--- src/lsch_pkg.sv ---
// Behaviour
// - glyph command: nine bytes, slot 0-7
// - glyph rows 0-63, top row first
// - reply type is command OR 0x40
// - memory read echoes address plus eight bytes
// - cursor: column 0-15, row 0-1
// - cursor style picks one of four
// - one-byte contrast accepts 0-200
// - two-byte contrast uses second byte
// - one-byte backlight sets both lights
// - two-byte backlight sets each light
// - settings saved and restored at boot
// - enumerate sensor bus at power-up
// - identity query: index 0-31, nine-byte reply
// - first identity byte is family code
// - supported sensor families report temperature
// - reporting command takes 32-bit mask
// - mask bit n enables sensor n
// - enabled sensors report every second
package lsch_pkg;
   localparam logic [7:0] CMD_STORE = 8'h04;
   localparam logic [7:0] CMD_GLYPH = 8'h09;
   localparam logic [7:0] CMD_MEMRD = 8'h0A;
   localparam logic [7:0] CMD_CURPOS = 8'h0B;
   localparam logic [7:0] CMD_CURSTY = 8'h0C;
   localparam logic [7:0] CMD_CONTRAST = 8'h0D;
   localparam logic [7:0] CMD_BACKLIGHT = 8'h0E;
   localparam logic [7:0] CMD_IDENT = 8'h12;
   localparam logic [7:0] CMD_TEMPREP = 8'h13;
   localparam logic [7:0] RSP_FLAG = 8'h40;
   localparam logic [7:0] ERR_FLAG = 8'hC0;
   localparam logic [7:0] GLYPH_MAX = 8'h3F;
   localparam logic [7:0] COL_MAX = 8'h0F;
   localparam logic [7:0] ROW_MAX = 8'h01;
   localparam logic [7:0] STYLE_MAX = 8'h03;
   localparam logic [7:0] LEGACY_MAX = 8'hC8;
   localparam logic [7:0] DEV_MAX = 8'h1F;
   localparam logic [7:0] RST_CONTRAST = 8'h10;
   localparam logic [7:0] RST_LIGHT = 8'h64;
   localparam int PERIOD_NS = 8;
   localparam longint REPORT_NS = 64'd1000000000;
   localparam int REPORT_CYC = int'(REPORT_NS / PERIOD_NS);
   localparam int PAYLOAD_MAX = 16;
   localparam int ENUM_WAIT_CYC = 16;
   // one received command packet
   typedef struct packed {
      logic [7:0] cmd;
      logic [4:0] len;
      logic [PAYLOAD_MAX*8-1:0] data;
   } lsch_pkt_t;
   // display settings seen by the display driver
   typedef struct packed {
      logic [3:0] curCol;
      logic curRow;
      logic [1:0] curStyle;
      logic [7:0] contrast;
      logic [7:0] lcdLight;
      logic [7:0] keyLight;
   } lsch_disp_t;
endpackage : lsch_pkg

--- src/lsch_handler.sv ---
// Implementation choices: the placing of the registers and the address-and-strobe port.
`timescale 1ns/10ps
module lsch_handler #(
   parameter int REPORT_CYCLES = lsch_pkg::REPORT_CYC,
   parameter int DEVICES = 32,
   parameter logic [7:0] FAM_A = 8'hA5, // arbitrary value, first supported sensor family
   parameter logic [7:0] FAM_B = 8'h5A // arbitrary value, second supported sensor family
) (
   // clock and reset
   input wire logic clk,
   input wire logic reset_n,
   // command packet in
   input wire logic pktValid,
   input wire lsch_pkg::lsch_pkt_t pktIn,
   // reply packet out
   output logic rspValid,
   output lsch_pkg::lsch_pkt_t rspOut,
   // boot state store and display settings restore; bootGlyph is never read
   input wire logic bootValid,
   input wire lsch_pkg::lsch_disp_t bootDisp,
   input wire logic [63:0] bootGlyph [8],
   output logic storeReq,
   // display controller memory port
   output logic memRdReq,
   output logic [7:0] memRdAddr,
   input wire logic memRdDone,
   input wire logic [63:0] memRdData,
   // glyph memory write
   output logic glyphWr,
   output logic [2:0] glyphSlot,
   output logic [63:0] glyphRows,
   // sensor bus enumeration
   output logic enumReq,
   input wire logic idValid,
   input wire logic [4:0] idIndex,
   input wire logic [63:0] idData,
   input wire logic enumDone,
   // temperature reporting and display settings
   output logic [31:0] reportMask,
   output logic reportTick,
   output lsch_pkg::lsch_disp_t dispOut
);
   import lsch_pkg::*;

   typedef enum logic [1:0] {IDLE, MEMWAIT, ENUM} lsch_st_t;
   typedef struct packed {
      lsch_st_t st;
      logic rspValid;
      lsch_pkt_t rsp;
      logic storeReq;
      logic memRdReq;
      logic [7:0] memAddr;
      logic glyphWr;
      logic [2:0] glyphSlot;
      logic [63:0] glyphRows;
      logic enumReq;
      logic booted;
      logic [31:0] found;
      logic [31:0] mask;
      logic [31:0] tick;
      logic reportTick;
      lsch_disp_t disp;
   } lsch_state_t;

   lsch_state_t s_r, s_nxt;
   logic [63:0] idMem [DEVICES];

   // payload byte n of a packet
   function automatic logic [7:0] pb(input lsch_pkt_t p, input int n);
      pb = p.data[n*8 +: 8];
   endfunction : pb

   // acknowledge with empty payload
   function automatic lsch_pkt_t ack(input logic [7:0] c);
      ack = '0;
      ack.cmd = c | RSP_FLAG;
   endfunction : ack

   // identity memory written during enumeration
   always_ff @(posedge clk) begin
      if (idValid) begin
         idMem[idIndex] <= idData;
      end
   end

   // next state
   always_comb begin
      logic ok;
      logic [63:0] rows;
      ok = 1'b0;
      rows = '0;
      s_nxt = s_r;
      s_nxt.rspValid = 1'b0;
      s_nxt.storeReq = 1'b0;
      s_nxt.memRdReq = 1'b0;
      s_nxt.glyphWr = 1'b0;
      s_nxt.enumReq = 1'b0;
      s_nxt.reportTick = 1'b0;
      // one second reporting tick
      if (s_r.tick >= 32'(REPORT_CYCLES - 1)) begin
         s_nxt.tick = '0;
         s_nxt.reportTick = |(s_r.mask & s_r.found);
      end else begin
         s_nxt.tick = s_r.tick + 32'h00000001;
      end
      // restore boot settings once
      if (!s_r.booted && bootValid) begin
         s_nxt.booted = 1'b1;
         s_nxt.disp = bootDisp;
         s_nxt.enumReq = 1'b1;
         s_nxt.st = ENUM;
      end
      // only supported temperature families may report
      if (idValid && (idData[7:0] == FAM_A || idData[7:0] == FAM_B)) begin
         s_nxt.found[idIndex] = 1'b1;
      end
      unique case (s_r.st)
         IDLE: begin
            if (pktValid) begin
               s_nxt.rsp = ack(pktIn.cmd);
               unique case (pktIn.cmd)
                  CMD_STORE: begin
                     ok = pktIn.len == 5'd0;
                     s_nxt.storeReq = ok;
                  end
                  CMD_GLYPH: begin
                     ok = pktIn.len == 5'd9 && pb(pktIn, 0) <= 8'h07;
                     for (int i = 0; i < 8; i++) begin
                        if (pb(pktIn, i + 1) > GLYPH_MAX) begin
                           ok = 1'b0;
                        end
                        rows[63 - i*8 -: 8] = pb(pktIn, i + 1);
                     end
                     if (ok) begin
                        s_nxt.glyphWr = 1'b1;
                        s_nxt.glyphSlot = pktIn.data[2:0];
                        s_nxt.glyphRows = rows;
                     end
                  end
                  CMD_MEMRD: begin
                     ok = pktIn.len == 5'd1;
                     if (ok) begin
                        s_nxt.memRdReq = 1'b1;
                        s_nxt.memAddr = pb(pktIn, 0);
                        s_nxt.st = MEMWAIT;
                     end
                  end
                  CMD_CURPOS: begin
                     ok = pktIn.len == 5'd2 && pb(pktIn, 0) <= COL_MAX
                          && pb(pktIn, 1) <= ROW_MAX;
                     if (ok) begin
                        s_nxt.disp.curCol = pktIn.data[3:0];
                        s_nxt.disp.curRow = pktIn.data[8];
                     end
                  end
                  CMD_CURSTY: begin
                     ok = pktIn.len == 5'd1 && pb(pktIn, 0) <= STYLE_MAX;
                     if (ok) begin
                        s_nxt.disp.curStyle = pktIn.data[1:0];
                     end
                  end
                  CMD_CONTRAST: begin
                     if (pktIn.len == 5'd1) begin
                        ok = pb(pktIn, 0) <= LEGACY_MAX;
                        if (ok) begin
                           s_nxt.disp.contrast = pb(pktIn, 0);
                        end
                     end else if (pktIn.len == 5'd2) begin
                        ok = 1'b1;
                        s_nxt.disp.contrast = pb(pktIn, 1);
                     end
                  end
                  CMD_BACKLIGHT: begin
                     if (pktIn.len == 5'd1) begin
                        ok = 1'b1;
                        s_nxt.disp.lcdLight = pb(pktIn, 0);
                        s_nxt.disp.keyLight = pb(pktIn, 0);
                     end else if (pktIn.len == 5'd2) begin
                        ok = 1'b1;
                        s_nxt.disp.lcdLight = pb(pktIn, 0);
                        s_nxt.disp.keyLight = pb(pktIn, 1);
                     end
                  end
                  CMD_IDENT: begin
                     ok = pktIn.len == 5'd1 && pb(pktIn, 0) <= DEV_MAX;
                     if (ok) begin
                        s_nxt.rsp.len = 5'd9;
                        s_nxt.rsp.data[7:0] = pb(pktIn, 0);
                        // family code leads the identity
                        for (int i = 0; i < 8; i++) begin
                           s_nxt.rsp.data[(i+1)*8 +: 8] =
                              idMem[pktIn.data[4:0]][i*8 +: 8];
                        end
                     end
                  end
                  CMD_TEMPREP: begin
                     ok = pktIn.len == 5'd4;
                     if (ok) begin
                        s_nxt.mask = pktIn.data[31:0];
                     end
                  end
                  default: ok = 1'b0;
               endcase
               // rejected packets restore everything
               if (!ok) begin
                  s_nxt.disp = s_r.disp;
                  s_nxt.mask = s_r.mask;
                  s_nxt.rsp = '0;
                  s_nxt.rsp.cmd = pktIn.cmd | ERR_FLAG;
               end
               s_nxt.rspValid = pktIn.cmd != CMD_MEMRD || !ok;
            end
         end
         MEMWAIT: begin
            if (memRdDone) begin
               s_nxt.rsp.len = 5'd9;
               s_nxt.rsp.data[7:0] = s_r.memAddr;
               s_nxt.rsp.data[71:8] = memRdData;
               s_nxt.rspValid = 1'b1;
               s_nxt.st = IDLE;
            end
         end
         ENUM: begin
            if (enumDone) begin
               s_nxt.st = IDLE;
            end
         end
         default: s_nxt.st = IDLE;
      endcase
   end

   // state register
   always_ff @(posedge clk or negedge reset_n) begin
      if (!reset_n) begin
         s_r <= '0;
         s_r.disp.contrast <= RST_CONTRAST;
         s_r.disp.lcdLight <= RST_LIGHT;
         s_r.disp.keyLight <= RST_LIGHT;
      end else begin
         s_r <= s_nxt;
      end
   end

   // outputs
   assign rspValid = s_r.rspValid;
   assign rspOut = s_r.rsp;
   assign storeReq = s_r.storeReq;
   assign memRdReq = s_r.memRdReq;
   assign memRdAddr = s_r.memAddr;
   assign glyphWr = s_r.glyphWr;
   assign glyphSlot = s_r.glyphSlot;
   assign glyphRows = s_r.glyphRows;
   assign enumReq = s_r.enumReq;
   assign reportMask = s_r.mask & s_r.found;
   assign reportTick = s_r.reportTick;
   assign dispOut = s_r.disp;
endmodule : lsch_handler

--- config.mk ---
export PLATFORM = sky130hd
export DESIGN_NAME = lsch_handler
export DESIGN_NICKNAME = d
export VERILOG_FILES = /design/src/lsch_pkg.sv /design/src/lsch_handler.sv
export SDC_FILE = /design/constraint.sdc
export NUM_CORES = 2
export LEC_CHECK = 0
export BUFFER_PORTS_ARGS = -buffer_cell sky130_fd_sc_hd__buf_2
export CAP_MARGIN = 20
export CORE_ASPECT_RATIO = 1.5
export CORE_MARGIN = 5
export CORE_UTILIZATION = 25
export CTS_CLUSTER_SIZE = 24
export DETAILED_ROUTE_END_ITERATION = 10
export GPL_TIMING_DRIVEN = 0
export PLACE_DENSITY_LB_ADDON = 0.1
export SLEW_MARGIN = 10
export SYNTH_ARGS = -nofsm -noshare
export SYNTH_HDL_FRONTEND = slang
export SYNTH_SLANG_ARGS = --single-unit
--- constraint.sdc ---
create_clock -name clk -period 4.3 [get_ports clk]
set_clock_uncertainty 0.15 [all_clocks]
set_input_delay 0.43 -clock clk [delete_from_list [all_inputs] [get_ports clk]]
set_output_delay 0.43 -clock clk [all_outputs]
set_load 0.02 [all_outputs]
==> results.py <==
metrics = {
    "outcome": {
        "status": "complete, no violations",
    },
    "routing": {
        "met3WireLength_um": 20600,
        "vias": 48200,
        "drt-total-wl_um": 333000,
        "wl_per_cell_um": 31.5,
        "postRouteAntennaNets": 0,
        "topRoutingLayerUsed": "met5",
        "wirelength_met1_um": 134000,
        "routed_via_density": 4.56,
        "drtIter0Drc": 3725,
        "post-route-drc-count": 0,
        "drt_first_pass_iters": 6,
        "wl_met2_um": 171000,
    },
    "power_and_ir_drop": {
        "power.density_nw_per_um2": 439,
        "ir_worst_vdd_uv": 267,
        "p_leak_uw": 0.0400,
        "p_total_uw": 50700,
    },
    "timing": {
        "max_freq_mhz": 251,
        "worst-slew-pin-transition_ns": 1.16,
        "finalHoldWorstSlack_ns": 0.0764,
        "period_minus_slack_ns": 3.98,
        "finalSetupViolCount": 0,
        "period_share": 0.925,
        "max_slew_margin": 0.228,
        "rsz0062_at_grt": "no",
        "hold_viol": 0,
        "drv_slew": 0,
        "fin_ws_ns": 0.322,
    },
    "setup_path": {
        "critPathMaxFanout": 10,
        "cp.arrival_ns": 4.60,
        "setup.worst_path.class": "flop to flop",
        "r2r_start": "s_r[350]",
        "start_kind": "flop",
        "worst-endpoint-required_ns": 4.92,
        "startpoint": "s_r[350]",
        "rrSetupSlack_ns": 0.32,
        "cp-end-kind": "flop",
    },
    "yosys": {
        "ys_types": 66,
        "async_flop_share": 0.125,
        "synth_ff_type": "edfxtp_1",
        "yosys_warnings": 0,
        "syn_area_per_cell_um2": 21.4,
        "yosysSeqAreaShare": 0.746,
        "syn_area_um2": 92200,
        "synth_edf_count": 2048,
        "synth-seq-cells": 2340,
        "synthesis.instances": 4315,
    },
    "placement": {
        "globalplace.congestion": 0.778,
        "place_area_um2": 105000,
        "place_ws_ns": -0.289,
        "dp_hpwl_um": 238000,
        "port_buffers": 475,
    },
    "grt": {
        "grt_pass1_vias": 51600,
        "grt_pass1_wl_um": 450000,
        "grt_usage": 0.170,
        "grt-ovfl-total": 0,
        "antenna_found_initial": 50,
        "grt_max_degree": 92,
    },
    "final_layout": {
        "drive_above_1_share": 0.390,
        "design_area_um2": 116000,
        "areaGrowthSynthToFinish_pct": 25.3,
        "layout_commonest_cell": "edfxtp_1",
        "postLayoutCoreUtil": 0.314,
        "mostFrequentLayoutCells": "edfxtp_1, mux4_2, buf_2",
        "num-fill-cells": 35700,
        "nets": 6367,
    },
    "clock_tree": {
        "cts_tree": "built",
        "htree_levels": 5,
        "clk_latency_ns": 0.85,
        "cts_resized": 0,
        "cts-root-buf": "clkbuf_16",
        "cts_setup_buffers": 0,
        "numCtsBuffers": 266,
        "clk_pin_slew_ns": 0.06,
        "clock-sinks": 2340,
        "holdBufCountCts": 237,
        "cts_max_path_buffers": 4,
    },
    "floorplanning": {
        "die_h_um": 754,
        "core.rowCount": 273,
        "core_um2": 368000,
        "num_io_pins": 1109,
        "die_area_um2": 381000,
        "initial_core_util": 0.251,
        "fp.dieW_um": 506,
    },
    "flow_run": {
        "drv_cap": 0,
    },
    "hold_path": {
        "hold_class": "input port to flop",
        "min_from": "bootDisp[25]",
    },
}
==> worst max-delay path, cell delays in order (launching register included) <==
cell and delay [ns]:
dfrtp_1 0.40, or3b_2 0.53, clkbuf_1 0.30, nand2_1 0.42, clkbuf_1 0.46, clkbuf_2 0.42
buf_16 0.21, clkbuf_1 0.75, nor2_1 0.11, nor2_1 0.11
==> final timing paths <==
check	endpoint	depth (start not counted)
max	rspOut[21]	9
min	dispOut[25]	3
max reg2reg	rspOut[21]	9
min reg2reg	s_r[107]	1
max in group asynchronous	rspOut[31]	4
min in group asynchronous	glyphRows[13]	3
==> state kept, by name (all words and copies together), names as in the netlist <==
name        count
glyphWr         1
memRdAddr       8
storeReq        1
rspOut         81
idMem        2048
glyphRows      64
dispOut        31
s_r            99
glyphSlot       3
memRdReq        1
enumReq         1
rspValid        1
reportTick      1
==> synth_stat cells (6+ instances only) <==
library cell  count  area [um^2]
clkbuf_1        119          447
xnor2_1          10         87.6
or3_1             9         56.3
nand2_1          93          349
mux4_2          640        14400
buf_2            54          270
and2_1           35          219
or4_1            10         75.1
a21oi_1          12         60.1
nand3_1          26          130
a221oi_1         33          289
o21ai_0          13         65.1
a221oi_2         39          586
nor3_1           18         90.1
dfstp_2           7          184
buf_1            23         86.3
nand2b_1          6         37.5
nor4_1           11         68.8
nor2b_1          22          138
o2bb2ai_1        16          140
xor2_1           14          123
o22a_1            9         78.8
buf_6             6         67.6
and3_1           31          194
a21o_1           32          240
buf_4           262         1970
dfrtp_1         285         7130
nor2_1          181          679
o31ai_1          10         75.1
inv_1            10         37.5
a22oi_1          16          120
edfxtp_1       2048        61500
nand4_1          12         75.1
or2_2             6         37.5
mux2_2          135         1520
==> metrics by stage <==
step | std cells | TNS (ns)
final | 10600 | 0
after global routing | 10500 | 0
after floorplan | 4378 | -57.57
after global placement | 9665 | -
after CTS | 10500 | 0
after detailed placement | 9846 | -4.90
==> metal layers <==
layer	up-vias	GRT usage
li1	20000	-
met1	26300	0.213
met2	1484	0.305
met3	354	0.0345
met4	14	0.0340
met5	-	0
==> logic make-up (layout without fill, tap and decap cells) <==
kind of cell / after synthesis / after routing / synth area share
buf+inv: 474 / 1828 / 0.0312
fa+ha+maj: 1 / 1 / 0.000136
simple gates: 488 / 488 / 0.0262
compound gates: 212 / 212 / 0.0209
xor+xnor: 24 / 24 / 0.00228
other cells: 1 / 87 / 0.0000407
mux: 775 / 775 / 0.173
flops: 2340 / 2340 / 0.746
==> power breakdown <==
group	switching, uW	internal, uW	total, uW
sequential	94.9	25000	25100
combinational	1950	1340	3290
clock	9440	12900	22300
==> cell type report <==
class                      instances  area (um^2)  area share
tap                             4812         6020      0.0521
timing repair buffer             896         8450      0.0731
clock buffer                     356         7300      0.0632
clock inverter                   102          995     0.00861
antenna                           23         57.6    0.000498
multi-input combinational       1564        21000       0.182
inverter                          10         37.5    0.000325
sequential                      2340        68800       0.595
buffer                           464         2870      0.0248
Note: power is estimated with default switching activity, not from simulation.
